<file path="src/design/rsi_pkg.sv">
/*
 reset status and register init package: register map, per-register reset masks,
 own control register offsets and enumerations.
 assumes a 32-bit AXI4-Lite register bus with one register per aligned word.
*/
package rsi_pkg;
	// bank bases: byte address = bank base + 4 * printed index
	localparam logic [11:0] RSI_BANK_UART = 12'h000;
	localparam logic [11:0] RSI_BANK_SPI = 12'h100;
	localparam logic [11:0] RSI_BANK_RAM = 12'h200;
	localparam logic [11:0] RSI_BANK_OWN = 12'h300;
	// printed register indices
	localparam logic [5:0] RSI_OFS_UART_CONTROL_ONE = 6'h05;
	localparam logic [5:0] RSI_OFS_UART_CONTROL_TWO = 6'h06;
	localparam logic [5:0] RSI_OFS_UART_STATUS = 6'h07;
	localparam logic [5:0] RSI_OFS_UART_RECEIVE_BUFFER = 6'h08;
	localparam logic [5:0] RSI_OFS_UART_TRANSMIT_BUFFER = 6'h09;
	localparam logic [5:0] RSI_OFS_SERIAL_PERIPH_CONTROL_ONE = 6'h05;
	localparam logic [5:0] RSI_OFS_SERIAL_PERIPH_CONTROL_TWO = 6'h06;
	localparam logic [5:0] RSI_OFS_SERIAL_PERIPH_DATA = 6'h07;
	localparam logic [5:0] RSI_OFS_PULL_HIGH_CTRL_PORTS_6_8 = 6'h0A;
	localparam logic [5:0] RSI_OFS_PULL_LOW_CTRL_PORTS_6_8 = 6'h0B;
	localparam logic [5:0] RSI_OFS_PULL_HIGH_CTRL_PORT_7 = 6'h0C;
	localparam logic [5:0] RSI_OFS_PULL_LOW_CTRL_PORT_7 = 6'h0D;
	localparam logic [5:0] RSI_OFS_GENERAL_PURPOSE_RAM = 6'h10;
	localparam logic [5:0] RSI_RAM_LAST = 6'h3F;
	localparam int RSI_RAM_DEPTH = 48;
	// own registers in the own bank
	localparam logic [5:0] RSI_OFS_CTRL = 6'h00;
	localparam logic [5:0] RSI_OFS_STAT = 6'h01;
	localparam logic [5:0] RSI_OFS_IRQ_STATUS = 6'h02;
	localparam logic [5:0] RSI_OFS_IRQ_CLEAR = 6'h03;
	localparam logic [5:0] RSI_OFS_IRQ_ENABLE = 6'h04;
	// bank register slots
	localparam int RSI_NREG = 12;
	localparam int RSI_SLOT_UART_CONTROL_ONE = 0;
	localparam int RSI_SLOT_UART_RECEIVE_BUFFER = 3;
	localparam int RSI_SLOT_SERIAL_PERIPH_CONTROL_TWO = 6;
	localparam logic [11:0] RSI_REG_BANK [RSI_NREG] = '{RSI_BANK_UART, RSI_BANK_UART,
		RSI_BANK_UART, RSI_BANK_UART, RSI_BANK_UART, RSI_BANK_SPI, RSI_BANK_SPI,
		RSI_BANK_SPI, RSI_BANK_SPI, RSI_BANK_SPI, RSI_BANK_SPI, RSI_BANK_SPI};
	localparam logic [5:0] RSI_REG_OFS [RSI_NREG] = '{RSI_OFS_UART_CONTROL_ONE,
		RSI_OFS_UART_CONTROL_TWO, RSI_OFS_UART_STATUS, RSI_OFS_UART_RECEIVE_BUFFER,
		RSI_OFS_UART_TRANSMIT_BUFFER, RSI_OFS_SERIAL_PERIPH_CONTROL_ONE,
		RSI_OFS_SERIAL_PERIPH_CONTROL_TWO, RSI_OFS_SERIAL_PERIPH_DATA,
		RSI_OFS_PULL_HIGH_CTRL_PORTS_6_8, RSI_OFS_PULL_LOW_CTRL_PORTS_6_8,
		RSI_OFS_PULL_HIGH_CTRL_PORT_7, RSI_OFS_PULL_LOW_CTRL_PORT_7};
	// implemented bits; unused bits read zero
	localparam logic [7:0] RSI_IMP [RSI_NREG] = '{8'hFF, 8'h38, 8'hFF, 8'hFF, 8'hFF, 8'hFF,
		8'h87, 8'hFF, 8'h3F, 8'h3F, 8'h0F, 8'h0F};
	// software-writable bits; receive buffer is read-only
	localparam logic [7:0] RSI_WR [RSI_NREG] = '{8'hFF, 8'h38, 8'hFF, 8'h00, 8'hFF, 8'hFF,
		8'h87, 8'hFF, 8'h3F, 8'h3F, 8'h0F, 8'h0F};
	// power-on values
	localparam logic [7:0] RSI_POR [RSI_NREG] = '{8'h00, 8'h00, 8'h00, 8'h00, 8'h00, 8'h00,
		8'h00, 8'h00, 8'h3F, 8'h3F, 8'h0F, 8'h0F};
	// pin or watchdog reset: bits kept, bits set
	localparam logic [7:0] RSI_RST_KEEP [RSI_NREG] = '{8'hFC, 8'hFF, 8'hE0, 8'hFF, 8'hFF,
		8'hFE, 8'h06, 8'hFF, 8'h00, 8'h00, 8'h00, 8'h00};
	localparam logic [7:0] RSI_RST_SET [RSI_NREG] = '{8'h00, 8'h00, 8'h00, 8'h00, 8'h00,
		8'h00, 8'h00, 8'h00, 8'h3F, 8'h3F, 8'h0F, 8'h0F};
	// wake-up clears: on any wake, and on wake from sleep only
	localparam logic [7:0] RSI_WAKE_CLR [RSI_NREG] = '{8'h01, 8'h00, 8'h01, 8'h00, 8'h00,
		8'h00, 8'h00, 8'h00, 8'h00, 8'h00, 8'h00, 8'h00};
	localparam logic [7:0] RSI_SLEEP_CLR [RSI_NREG] = '{8'h40, 8'h00, 8'h00, 8'h00, 8'h00,
		8'h00, 8'h80, 8'h00, 8'h00, 8'h00, 8'h00, 8'h00};
	// decoded targets beyond the bank slots
	localparam logic [4:0] RSI_TGT_RAM = 5'h0C;
	localparam logic [4:0] RSI_TGT_CTRL = 5'h0D;
	localparam logic [4:0] RSI_TGT_STAT = 5'h0E;
	localparam logic [4:0] RSI_TGT_ISR = 5'h0F;
	localparam logic [4:0] RSI_TGT_ICLR = 5'h10;
	localparam logic [4:0] RSI_TGT_IEN = 5'h11;
	localparam logic [4:0] RSI_TGT_NONE = 5'h1F;
	// interrupt status bits
	localparam int RSI_IRQ_W = 4;
	localparam int RSI_IRQ_PIN_RST = 0;
	localparam int RSI_IRQ_WDT_RST = 1;
	localparam int RSI_IRQ_WAKE = 2;
	localparam int RSI_IRQ_HALT = 3;
	localparam logic [1:0] RSI_RESP_OKAY = 2'h0;
	localparam logic [1:0] RSI_RESP_SLVERR = 2'h2;
	typedef enum logic [1:0] {RSI_RUN, RSI_SLEEP, RSI_IDLE} rsi_power_t;
endpackage : rsi_pkg

</file>
<file path="src/design/rsi_reset_status.sv">
/*
 reset status flags, register init on reset and wake-up, general purpose ram,
 with an AXI4-Lite slave for software access and one level interrupt.
 assumes aresetn is the power-on reset and all event inputs are one-cycle pulses
 synchronous to aclk.
*/
// Added by the designer: the AXI4-Lite slave port.
`timescale 1ns/1ps
`default_nettype none

module rsi_reset_status (
	// clock and power-on reset
	input wire logic aclk,
	input wire logic aresetn,
	// AXI4-Lite write address and data
	input wire logic [11:0] s_axi_awaddr,
	input wire logic s_axi_awvalid,
	output logic s_axi_awready,
	input wire logic [31:0] s_axi_wdata,
	input wire logic [3:0] s_axi_wstrb,
	input wire logic s_axi_wvalid,
	output logic s_axi_wready,
	// AXI4-Lite write response
	output logic [1:0] s_axi_bresp,
	output logic s_axi_bvalid,
	input wire logic s_axi_bready,
	// AXI4-Lite read
	input wire logic [11:0] s_axi_araddr,
	input wire logic s_axi_arvalid,
	output logic s_axi_arready,
	output logic [31:0] s_axi_rdata,
	output logic [1:0] s_axi_rresp,
	output logic s_axi_rvalid,
	input wire logic s_axi_rready,
	// reset and wake events
	input wire logic ext_reset_pulse,
	input wire logic wdt_timeout_pulse,
	input wire logic watchdog_clear_instruction,
	input wire logic halt_instruction,
	input wire logic wake_event,
	// uart receive buffer load
	input wire logic uart_rx_load,
	input wire logic [7:0] uart_rx_byte,
	// status and control out
	output logic wdt_flag,
	output logic power_down_flag,
	output logic sleeping,
	output logic idling,
	output logic uart_send_enable,
	output logic uart_receive_enable,
	output logic spi_start,
	output logic irq
);
	import rsi_pkg::*;

	// maps a byte address to a register target
	function automatic logic [4:0] rsi_decode(input logic [11:0] addr);
		logic [4:0] tgt;
		tgt = RSI_TGT_NONE;
		for (int i = 0; i < RSI_NREG; i++)
		begin
			if (addr == (RSI_REG_BANK[i] | {4'h0, RSI_REG_OFS[i], 2'h0}))
				tgt = 5'(i);
		end
		if (addr[11:8] == RSI_BANK_RAM[11:8] && addr[1:0] == 2'h0 &&
			addr[7:2] >= RSI_OFS_GENERAL_PURPOSE_RAM)
			tgt = RSI_TGT_RAM;
		if (addr[11:8] == RSI_BANK_OWN[11:8] && addr[1:0] == 2'h0)
		begin
			unique case (addr[7:2])
				RSI_OFS_CTRL: tgt = RSI_TGT_CTRL;
				RSI_OFS_STAT: tgt = RSI_TGT_STAT;
				RSI_OFS_IRQ_STATUS: tgt = RSI_TGT_ISR;
				RSI_OFS_IRQ_CLEAR: tgt = RSI_TGT_ICLR;
				RSI_OFS_IRQ_ENABLE: tgt = RSI_TGT_IEN;
				default: tgt = RSI_TGT_NONE;
			endcase
		end
		return tgt;
	endfunction : rsi_decode

	logic aw_held_ff;
	logic w_held_ff;
	logic [11:0] aw_addr_ff;
	logic [31:0] w_data_ff;
	logic [3:0] w_strb_ff;
	logic bvalid_ff;
	logic [1:0] bresp_ff;
	logic rvalid_ff;
	logic [31:0] rdata_ff;
	logic [1:0] rresp_ff;
	logic wr_fire;
	logic wr_lane0;
	logic [4:0] wr_tgt;
	logic [4:0] rd_tgt;
	logic [31:0] nxt_rdata;
	logic [7:0] reg_ff [RSI_NREG];
	logic [7:0] nxt_reg [RSI_NREG];
	logic [7:0] ram_ff [RSI_RAM_DEPTH];
	logic [5:0] wr_ram_idx;
	logic [5:0] rd_ram_idx;
	logic t_ff;
	logic p_ff;
	logic nxt_t;
	logic nxt_p;
	logic idle_sel_ff;
	rsi_power_t power_ff;
	rsi_power_t nxt_power;
	logic rst_evt;
	logic low_power;
	logic wake_any;
	logic [RSI_IRQ_W-1:0] isr_ff;
	logic [RSI_IRQ_W-1:0] ien_ff;
	logic [RSI_IRQ_W-1:0] irq_set;
	logic [RSI_IRQ_W-1:0] irq_clr;

	// write channel handshakes: address and data accepted in either order
	assign s_axi_awready = !aw_held_ff && !bvalid_ff;
	assign s_axi_wready = !w_held_ff && !bvalid_ff;
	assign s_axi_arready = !rvalid_ff;
	assign wr_fire = aw_held_ff && w_held_ff && !bvalid_ff;
	assign wr_lane0 = wr_fire && w_strb_ff[0];
	assign wr_tgt = rsi_decode(aw_addr_ff);
	assign rd_tgt = rsi_decode(s_axi_araddr);
	assign wr_ram_idx = aw_addr_ff[7:2] - RSI_OFS_GENERAL_PURPOSE_RAM;
	assign rd_ram_idx = s_axi_araddr[7:2] - RSI_OFS_GENERAL_PURPOSE_RAM;

	// write address and data holding
	always_ff @(posedge aclk)
	begin
		if (!aresetn)
		begin
			aw_held_ff <= 1'b0;
			w_held_ff <= 1'b0;
			aw_addr_ff <= 12'h000;
			w_data_ff <= 32'h00000000;
			w_strb_ff <= 4'h0;
		end
		else if (wr_fire)
		begin
			aw_held_ff <= 1'b0;
			w_held_ff <= 1'b0;
		end
		else
		begin
			if (s_axi_awvalid && s_axi_awready)
			begin
				aw_held_ff <= 1'b1;
				aw_addr_ff <= s_axi_awaddr;
			end
			if (s_axi_wvalid && s_axi_wready)
			begin
				w_held_ff <= 1'b1;
				w_data_ff <= s_axi_wdata;
				w_strb_ff <= s_axi_wstrb;
			end
		end
	end

	// write response; unmapped targets and the own status and interrupt status registers answer with an error
	always_ff @(posedge aclk)
	begin
		if (!aresetn)
		begin
			bvalid_ff <= 1'b0;
			bresp_ff <= RSI_RESP_OKAY;
		end
		else if (wr_fire)
		begin
			bvalid_ff <= 1'b1;
			bresp_ff <= (wr_tgt == RSI_TGT_NONE || wr_tgt == RSI_TGT_STAT ||
				wr_tgt == RSI_TGT_ISR) ? RSI_RESP_SLVERR : RSI_RESP_OKAY;
		end
		else if (s_axi_bready)
			bvalid_ff <= 1'b0;
	end

	assign s_axi_bvalid = bvalid_ff;
	assign s_axi_bresp = bresp_ff;

	// read data selection
	always_comb
	begin
		nxt_rdata = 32'h00000000;
		if (rd_tgt < RSI_TGT_RAM)
			nxt_rdata[7:0] = reg_ff[rd_tgt[3:0]];
		else if (rd_tgt == RSI_TGT_RAM)
			nxt_rdata[7:0] = ram_ff[rd_ram_idx];
		else if (rd_tgt == RSI_TGT_CTRL)
			nxt_rdata[0] = idle_sel_ff;
		else if (rd_tgt == RSI_TGT_STAT)
			nxt_rdata[3:0] = {idling, sleeping, p_ff, t_ff};
		else if (rd_tgt == RSI_TGT_ISR)
			nxt_rdata[RSI_IRQ_W-1:0] = isr_ff;
		else if (rd_tgt == RSI_TGT_IEN)
			nxt_rdata[RSI_IRQ_W-1:0] = ien_ff;
	end

	// read channel: data one cycle after address
	always_ff @(posedge aclk)
	begin
		if (!aresetn)
		begin
			rvalid_ff <= 1'b0;
			rdata_ff <= 32'h00000000;
			rresp_ff <= RSI_RESP_OKAY;
		end
		else if (s_axi_arvalid && s_axi_arready)
		begin
			rvalid_ff <= 1'b1;
			rdata_ff <= nxt_rdata;
			rresp_ff <= (rd_tgt == RSI_TGT_NONE || rd_tgt == RSI_TGT_ICLR) ?
				RSI_RESP_SLVERR : RSI_RESP_OKAY;
		end
		else if (s_axi_rready)
			rvalid_ff <= 1'b0;
	end

	assign s_axi_rvalid = rvalid_ff;
	assign s_axi_rdata = rdata_ff;
	assign s_axi_rresp = rresp_ff;

	// event qualification
	assign rst_evt = ext_reset_pulse || wdt_timeout_pulse;
	assign low_power = (power_ff != RSI_RUN);
	assign wake_any = low_power && (wake_event || rst_evt);

	// low-power mode entered by halt, left by any wake source
	always_comb
	begin
		nxt_power = power_ff;
		unique case (power_ff)
			RSI_RUN:
				if (halt_instruction && !rst_evt)
					nxt_power = idle_sel_ff ? RSI_IDLE : RSI_SLEEP;
			RSI_SLEEP, RSI_IDLE:
				if (wake_event || rst_evt)
					nxt_power = RSI_RUN;
			default: nxt_power = RSI_RUN;
		endcase
	end

	always_ff @(posedge aclk)
	begin
		if (!aresetn)
			power_ff <= RSI_RUN;
		else
			power_ff <= nxt_power;
	end

	assign sleeping = (power_ff == RSI_SLEEP);
	assign idling = (power_ff == RSI_IDLE);

	// time-out and power-down flags
	always_comb
	begin
		nxt_t = t_ff;
		nxt_p = p_ff;
		if (wdt_timeout_pulse)
			nxt_t = 1'b0;
		else if (ext_reset_pulse)
			nxt_t = t_ff;
		else if (watchdog_clear_instruction)
		begin
			nxt_t = 1'b1;
			nxt_p = 1'b1;
		end
		else if (halt_instruction && !low_power)
		begin
			nxt_t = 1'b1;
			nxt_p = 1'b0;
		end
		else if (wake_event)
			nxt_t = t_ff;
	end

	// power-on reset overrides every other event in the same cycle
	always_ff @(posedge aclk)
	begin
		if (!aresetn)
		begin
			t_ff <= 1'b1;
			p_ff <= 1'b1;
		end
		else
		begin
			t_ff <= nxt_t;
			p_ff <= nxt_p;
		end
	end

	assign wdt_flag = t_ff;
	assign power_down_flag = p_ff;

	// bank registers: reset masks, wake clears, software writes
	always_comb
	begin
		for (int i = 0; i < RSI_NREG; i++)
		begin
			nxt_reg[i] = reg_ff[i];
			if (rst_evt)
				nxt_reg[i] = (reg_ff[i] & RSI_RST_KEEP[i]) | RSI_RST_SET[i];
			else if (wr_lane0 && wr_tgt == 5'(i))
				nxt_reg[i] = (reg_ff[i] & ~RSI_WR[i]) | (w_data_ff[7:0] & RSI_WR[i]);
			else if (uart_rx_load && i == RSI_SLOT_UART_RECEIVE_BUFFER)
				nxt_reg[i] = uart_rx_byte;
			if (wake_any)
			begin
				nxt_reg[i] = nxt_reg[i] & ~RSI_WAKE_CLR[i];
				if (sleeping)
					nxt_reg[i] = nxt_reg[i] & ~RSI_SLEEP_CLR[i];
			end
			nxt_reg[i] = nxt_reg[i] & RSI_IMP[i];
		end
	end

	always_ff @(posedge aclk)
	begin
		for (int i = 0; i < RSI_NREG; i++)
		begin
			if (!aresetn)
				reg_ff[i] <= RSI_POR[i];
			else
				reg_ff[i] <= nxt_reg[i];
		end
	end

	assign uart_send_enable = reg_ff[RSI_SLOT_UART_CONTROL_ONE][0];
	assign uart_receive_enable = reg_ff[RSI_SLOT_UART_CONTROL_ONE + 2][0];
	assign spi_start = reg_ff[RSI_SLOT_SERIAL_PERIPH_CONTROL_TWO][7];

	// general purpose ram: no reset, kept through every reset including power-on
	always_ff @(posedge aclk)
	begin
		if (wr_lane0 && wr_tgt == RSI_TGT_RAM)
			ram_ff[wr_ram_idx] <= w_data_ff[7:0];
	end

	// own control register
	always_ff @(posedge aclk)
	begin
		if (!aresetn)
			idle_sel_ff <= 1'b0;
		else if (wr_lane0 && wr_tgt == RSI_TGT_CTRL)
			idle_sel_ff <= w_data_ff[0];
	end

	// interrupt events and write-one-to-clear
	always_comb
	begin
		irq_set = '0;
		irq_set[RSI_IRQ_PIN_RST] = ext_reset_pulse;
		irq_set[RSI_IRQ_WDT_RST] = wdt_timeout_pulse;
		irq_set[RSI_IRQ_WAKE] = wake_any;
		irq_set[RSI_IRQ_HALT] = (power_ff == RSI_RUN) && (nxt_power != RSI_RUN);
		irq_clr = '0;
		if (wr_lane0 && wr_tgt == RSI_TGT_ICLR)
			irq_clr = w_data_ff[RSI_IRQ_W-1:0];
	end

	// sticky status: a set in the clearing cycle wins
	always_ff @(posedge aclk)
	begin
		if (!aresetn)
			isr_ff <= '0;
		else
			isr_ff <= (isr_ff & ~irq_clr) | irq_set;
	end

	always_ff @(posedge aclk)
	begin
		if (!aresetn)
			ien_ff <= '0;
		else if (wr_lane0 && wr_tgt == RSI_TGT_IEN)
			ien_ff <= w_data_ff[RSI_IRQ_W-1:0];
	end

	assign irq = |(isr_ff & ien_ff);
endmodule : rsi_reset_status

`default_nettype wire

</file>
<file path="config.mk">
export PLATFORM = sky130hd
export DESIGN_NAME = rsi_reset_status
export DESIGN_NICKNAME = d
export VERILOG_FILES = /design/src/design/rsi_pkg.sv /design/src/design/rsi_reset_status.sv
export SDC_FILE = /design/constraint.sdc
export NUM_CORES = 1
export LEC_CHECK = 0
export BUFFER_PORTS_ARGS = -buffer_cell sky130_fd_sc_hd__buf_2
export CORE_UTILIZATION = 61
export DETAILED_ROUTE_END_ITERATION = 7
export PLACE_DENSITY = 0.86
export SYNTH_ARGS = -nofsm -noshare
export SYNTH_HDL_FRONTEND = slang
export SYNTH_SLANG_ARGS = --single-unit
</file>
<file path="constraint.sdc">
create_clock -name aclk -period 5.1 [get_ports aclk]
set_clock_uncertainty 0.1 [all_clocks]
set_input_delay 0.255 -clock aclk [delete_from_list [all_inputs] [get_ports aclk]]
set_output_delay 0.255 -clock aclk [all_outputs]
set_load 0.1 [all_outputs]
</file>
Word level (Yosys, flattened, before mapping)
Memories as Yosys holds them, arrays and structs flattened.
Index checks and enable logic that the tools add are counted.
- register bits after elaboration: 50
- RAM bits: 480
- input bits: 81
- output and inout port bits: 49
- word-level logic and storage cells: 311
- memories kept: 2
- $add $sub $neg: 2
- order comparisons: 3
- equal/unequal tests: 78
- multiplexer cells: 106
- bitwise logic cells: 31
- reduce and logical (&&, ||, !) cells: 73
- memories (name ; depth ; width ; read ports ; clocked after memory_dff ; write ports ; RTL line ; RTL):
    ram_ff ; 48 ; 8 ; 1 ; 0 ; 1 ; rsi_reset_status.sv:99 ; logic [7:0] ram_ff [RSI_RAM_DEPTH];
    reg_ff ; 12 ; 8 ; 5 ; 0 ; 12 ; rsi_reset_status.sv:97 ; logic [7:0] reg_ff [RSI_NREG];
- operators by type and width (kind ; number):
    8-bit 2-to-1 mux ; 25
    12-bit by 9-bit == test with 1-bit output, second input constant ; 14
    5-bit 2-to-1 mux ; 28
    12-bit by 5-bit == test with 1-bit output, second input constant ; 6
    5-bit by 4-bit == test with 1-bit output, second input constant ; 12
    4-bit 2-to-1 mux ; 14
    5-bit case mux with 5 select lines ; 2
    12-bit by 6-bit == test with 1-bit output, second input constant ; 4
    6-bit 2-to-1 mux ; 8
    1-bit logical AND ; 34
    5-bit == test, second input constant ; 6
    6-bit by 2-bit == test with 1-bit output, second input constant ; 4
    7-bit 2-to-1 mux ; 3
    5-bit by 3-bit == test with 1-bit output, second input constant ; 4
    2-bit inequality test, second input constant ; 9
    1-bit 2-to-1 mux ; 17
    1-bit bitwise OR ; 17
    4-bit by 2-bit == test with 1-bit output, second input constant ; 4
    2-bit AND reduction ; 8
    2-bit 2-to-1 mux ; 7
    6-bit by 1-bit == test with 1-bit output, second input constant ; 2
    6-bit by 3-bit == test with 1-bit output, second input constant ; 2
    6-bit by 5-bit greater-or-equal comparator with 1-bit output, second input constant ; 2
    6-bit logical NOT ; 2
    other kinds (29) ; 59

Depth between registers and ports, before layout
- depth after elaboration: 22
- mapped depth: 14
- depth with buffers taken out: 10

Worst setup path after synthesis
No wires, ideal clock.
- path type: register to register
- from: register aw_addr_ff[0]
- to: memory ram_ff[23][0] (enable)
- arrival time: 3.506 ns
- setup slack: 1.096 ns
- stages on the path, launching flop included: 9
- path buffers: 1
- cells stage by stage: dfxtp_1 or4_1 buf_2 or3_1 or4b_4 a21oi_4 nand2b_2 nor4_1 nor4b_1
- word-level cells in the longest chain between the ends: 19
- elaborated cells between the ends (all ways): 34
- RTL lines (item ; RTL line ; RTL):
    from (decl) ; rsi_reset_status.sv:84 ; logic [11:0] aw_addr_ff;
    from (signal assigned) ; rsi_reset_status.sv:149 ; aw_addr_ff <= s_axi_awaddr;
    12-bit by 5-bit == test with 1-bit output ; rsi_reset_status.sv:62 ; if (addr == (RSI_REG_BANK[i] | {4'h0, RSI_REG_OFS[i], 2'h0}))
    5-bit 2-to-1 mux (12 in series) ; rsi_reset_status.sv:62 ;
    5-bit 2-to-1 mux ; rsi_reset_status.sv:65 ; if (addr[11:8] == RSI_BANK_RAM[11:8] && addr[1:0] == 2'h0 &&
    5-bit 2-to-1 mux * ; rsi_reset_status.sv:68 ; if (addr[11:8] == RSI_BANK_OWN[11:8] && addr[1:0] == 2'h0)
    5-bit by 4-bit == test with 1-bit output * ; rsi_reset_status.sv:335 ; if (wr_lane0 && wr_tgt == RSI_TGT_RAM)
    1-bit logical AND * ; rsi_reset_status.sv:335 ;
    1-bit 2-to-1 mux * ; rsi_reset_status.sv:335 ;
    1-bit 2-to-1 mux (implied by the code) * ; rsi_reset_status.sv:336 ; ram_ff[wr_ram_idx] <= w_data_ff[7:0];
    to (decl) ; rsi_reset_status.sv:99 ;
Every way passes the cells marked *; elsewhere a longest branch is shown, timed or not.

Final worst setup path
- from: register aw_addr_ff[0]
- to: memory ram_ff[37][0] (enable)
The elaborated chain is that of the path after synthesis.

==> summary.txt <==
Floorplanning
  • I/O pin count: 130
  • Die area: 36,200 µm²
  • Row count: 68
  • Core Region: 34,700 µm²
  • Die extent in x: 190 µm
  • Starting Density: 62.3%
  • Die span in y: 190 µm

Clock tree
  • CTS resizes: 0
  • CTS max path bufs: 3
  • Worst-skew pair later-pin latency: 570 ps
  • Post-CTS setup buffers: 0
  • CTS buffer count: 46
  • Reg clk slew, reported paths: 60 ps
  • Clk sinks: 507
  • Root Driver: clkbuf_16
  • TritonCTS clock tree: done
  • H-Tree Depth: 2

Timing
  • Max-Slew Margin vs Limit: 7.52%
  • FMAX: 0.204 GHz
  • Max-slew violations: 0
  • Crit share post-route: 96.3%
  • Hold Fails Final Rpt: 0
  • Min Tclk post-route: 4910 ps
  • RSZ-0062 raised after global routing: false
  • Fin Setup TNS: 0 ps
  • Final setup violation count: 0
  • Worst-Margin Slew: 1370 ps

GRT
  • First-pass GRT wire length: 84.3 mm
  • Gr usage total: 31.7%
  • Vias in the first global route: 13,700
  • Grt total ovfl: 0
  • Pin count of the biggest net entering global routing: 87
  • Antenna violations before repair: 1

Synth
  • Top FF cell, synth: edfxtp_1
  • Mapped Cells: 1,464
  • Post-synth ARST share: 0%
  • Syn_area_per_cell: 14.8 µm²
  • Yosys warnings: 0
  • Synth cell types: 76
  • Seq/Total Area, Yosys: 67.1%
  • Post-synth EDFFs: 436
  • Synth Cell Area: 21,600 µm²
  • Post-synthesis register bit count: 507

Critical path
  • WS Path Type: reg2reg
  • Slowest stage delay, CP: 880 ps
  • Critical-path maximum fanout: 13
  • Crit path buf inv count: 0
  • Max stage delay cell, worst path: nor2_1
  • CP Cell Sequence: or4_1, or3_1, or4b_4, a21oi_4, nand2b_2, nor4_1, nand3b_1, nor2_1
  • Critical Path Sink Type: flop
  • Family with the most delay on the worst path: simple AND/OR/NAND/NOR gates
  • CP startpoint kind: flop
  • Worst EP required: 5170 ps
  • Worst EP arrival: 4980 ps

Placed design
  • Final HPWL DP: 33.7 mm
  • GPL Wtd Cong: 0.941
  • I/O Buffers: 76
  • Dpl cell area: 22,400 µm²

Final layout
  • Layout cell share with drive strength beyond 1: 20.5%
  • Layout net count: 1,659
  • Post-route cell area: 24,400 µm²
  • Area delta synth->final: 12.7%

Drt
  • Detail Route Antenna Nets: 0
  • Routed length per placed instance: 27.3 µm
  • Drc violations: 2
  • Drt total wl: 56.3 mm
  • DR vias: 13,800
  • DRT Pass-1 Iters: 8
  • Initial DRC count: 1,952
  • Via/cell ratio: 6.70

Pwr
  • Leakage: 7.83 nW
  • P per Cell Area: 364 nW/µm²
  • Highest ir drop seen on vdd: 0.619 mV

Run
  • Max-cap check violation count: 0

Outcome
  • Outcome: finished with violations
  • Failing checks: DRC

Hold path
  • Hold Path Class: in2reg
## Yosys cell counts, types with 6 or more instances
| master | instances | share of area (%) |
|---|---|---|
| or2_2 | 9 | 0.26 |
| nand2_1 | 158 | 2.7 |
| nor3_1 | 15 | 0.35 |
| mux2i_1 | 43 | 2.0 |
| dfxtp_1 | 71 | 6.6 |
| mux4_2 | 106 | 11 |
| ha_1 | 6 | 0.35 |
| buf_4 | 26 | 0.90 |
| buf_1 | 22 | 0.38 |
| o21a_1 | 6 | 0.21 |
| nor2b_1 | 8 | 0.23 |
| a21oi_1 | 66 | 1.5 |
| nand2b_1 | 8 | 0.23 |
| buf_2 | 7 | 0.16 |
| a211oi_1 | 10 | 0.35 |
| or3_1 | 8 | 0.23 |
| clkbuf_1 | 58 | 1.0 |
| a31oi_1 | 6 | 0.17 |
| nand3_1 | 47 | 1.1 |
| o211ai_1 | 6 | 0.21 |
| and2_1 | 37 | 1.1 |
| inv_1 | 16 | 0.28 |
| o21ai_0 | 60 | 1.4 |
| nor2_1 | 90 | 1.6 |
| a22oi_1 | 8 | 0.28 |
| nand4_1 | 10 | 0.29 |
| nor2_2 | 8 | 0.23 |
| edfxtp_1 | 436 | 61 |
## worst paths after layout
| path | startpoint | end | slack (ps) | cells past startpoint |
|---|---|---|---|---|
| setup reg to reg | aw_addr_ff[0]$_SDFFE_PN0P_ | ram_ff[37][0]$_DFFE_PP_ | 190 | 8 |
| setup / recovery | aw_addr_ff[0]$_SDFFE_PN0P_ | ram_ff[37][0]$_DFFE_PP_ | 190 | 8 |
| hold / removal | wake_event | isr_ff[2]$_SDFF_PN0_ | 80 | 4 |
| hold reg to reg | aw_addr_ff[10]$_SDFFE_PN0P_ | aw_addr_ff[10]$_SDFFE_PN0P_ | 350 | 2 |
## stage by stage
step / worst slack [ps] / util (%) / hold WS [ps] / instances / total power, mW
final: 190 / 70.2 / 79.4 / 2064 / 8.88
after global routing: 58.0 / 70.2 / 120 / 2064 / 9.06
after CTS: 272 / 70.2 / 65.3 / 2063 / 8.87
after detailed placement: 328 / 64.6 / 342 / 1941 / 5.33
after global placement: 577 / 64.6 / 341 / 1941 / 5.31
after floorplan: 1100 / - / 255 / 1489 / 5.15
## cell type report
| type | instances | area (µm²) |
|---|---|---|
| Clock buffer | 58 | 1220 |
| Sequential cell | 507 | 14500 |
| Timing Repair Buffer | 149 | 1040 |
| Fill cell | 2098 | 10300 |
| Clock inverter | 26 | 340 |
| Inverter | 18 | 67.6 |
| Tap cell | 455 | 569 |
| Multi-Input combinational cell | 850 | 6610 |
| Antenna cell | 1 | 2.50 |
## per-layer routing
| metal | wire length [µm] | GRT usage (%) |
|---|---|---|
| met1 | 20000 | 43.0 |
| met2 | 27300 | 51.4 |
| met3 | 6170 | 4.90 |
| met4 | 2870 | 13.8 |
| met5 | 0 | 0 |
## power by group
part / switching [mW] / internal (mW)
clock network: 1.50 / 2.10
registers: 0.0646 / 4.55
logic: 0.471 / 0.201
total: 2.03 / 6.85
## flip-flops by register name, indices dropped and copies added, names as in the netlist
signal,cells
s_axi_rvalid,1
aw_held_ff,1
s_axi_rresp,1
s_axi_bvalid,1
idle_sel_ff,1
s_axi_bresp,1
power_ff,2
ien_ff,4
isr_ff,4
w_held_ff,1
s_axi_rdata,8
power_down_flag,1
aw_addr_ff,12
reg_ff,75
w_strb_ff,1
w_data_ff,8
ram_ff,384
wdt_flag,1
## cells in the final DEF (no fill, tap or decap), drive strengths merged, types with 6 or more instances in the layout
| cell type | n |
|---|---|
| nand2b | 9 |
| mux2i | 43 |
| nand2 | 158 |
| o21a | 6 |
| nor3 | 15 |
| nor2b | 8 |
| edfxtp | 436 |
| nand4 | 10 |
| o211ai | 6 |
| ha | 6 |
| inv | 17 |
| clkinv | 15 |
| a21oi | 67 |
| bufinv | 8 |
| clkbuf | 58 |
| nor2 | 98 |
| a22oi | 8 |
| nand3 | 47 |
| a31oi | 6 |
| or3 | 8 |
| o21ai | 62 |
| dfxtp | 71 |
| dlygate4sd3 | 38 |
| or4b | 7 |
| a211oi | 10 |
| and2 | 37 |
| buf | 111 |
| conb | 26 |
| mux4 | 106 |
| or2 | 10 |
## worst min-delay path: stages
cell and delay, ps:
buf_2 70, nor2_1 60, nor2_1 140, o21a_1 150
## repair_timing
item	CTS	global route
endpoints found under the setup margin	0	0
hold buffers	38	0
hold endpoints to repair	36	0
## logic make-up after synthesis
group,share of synthesized area [%]
other cells,0.0173
fa+ha+maj,0.347
compound gates,6.29
mux,13.1
xor+xnor,0.162
flops,67.1
buf+inv,2.82
simple gates,10.2
Note: power is estimated with default switching activity, not from simulation.
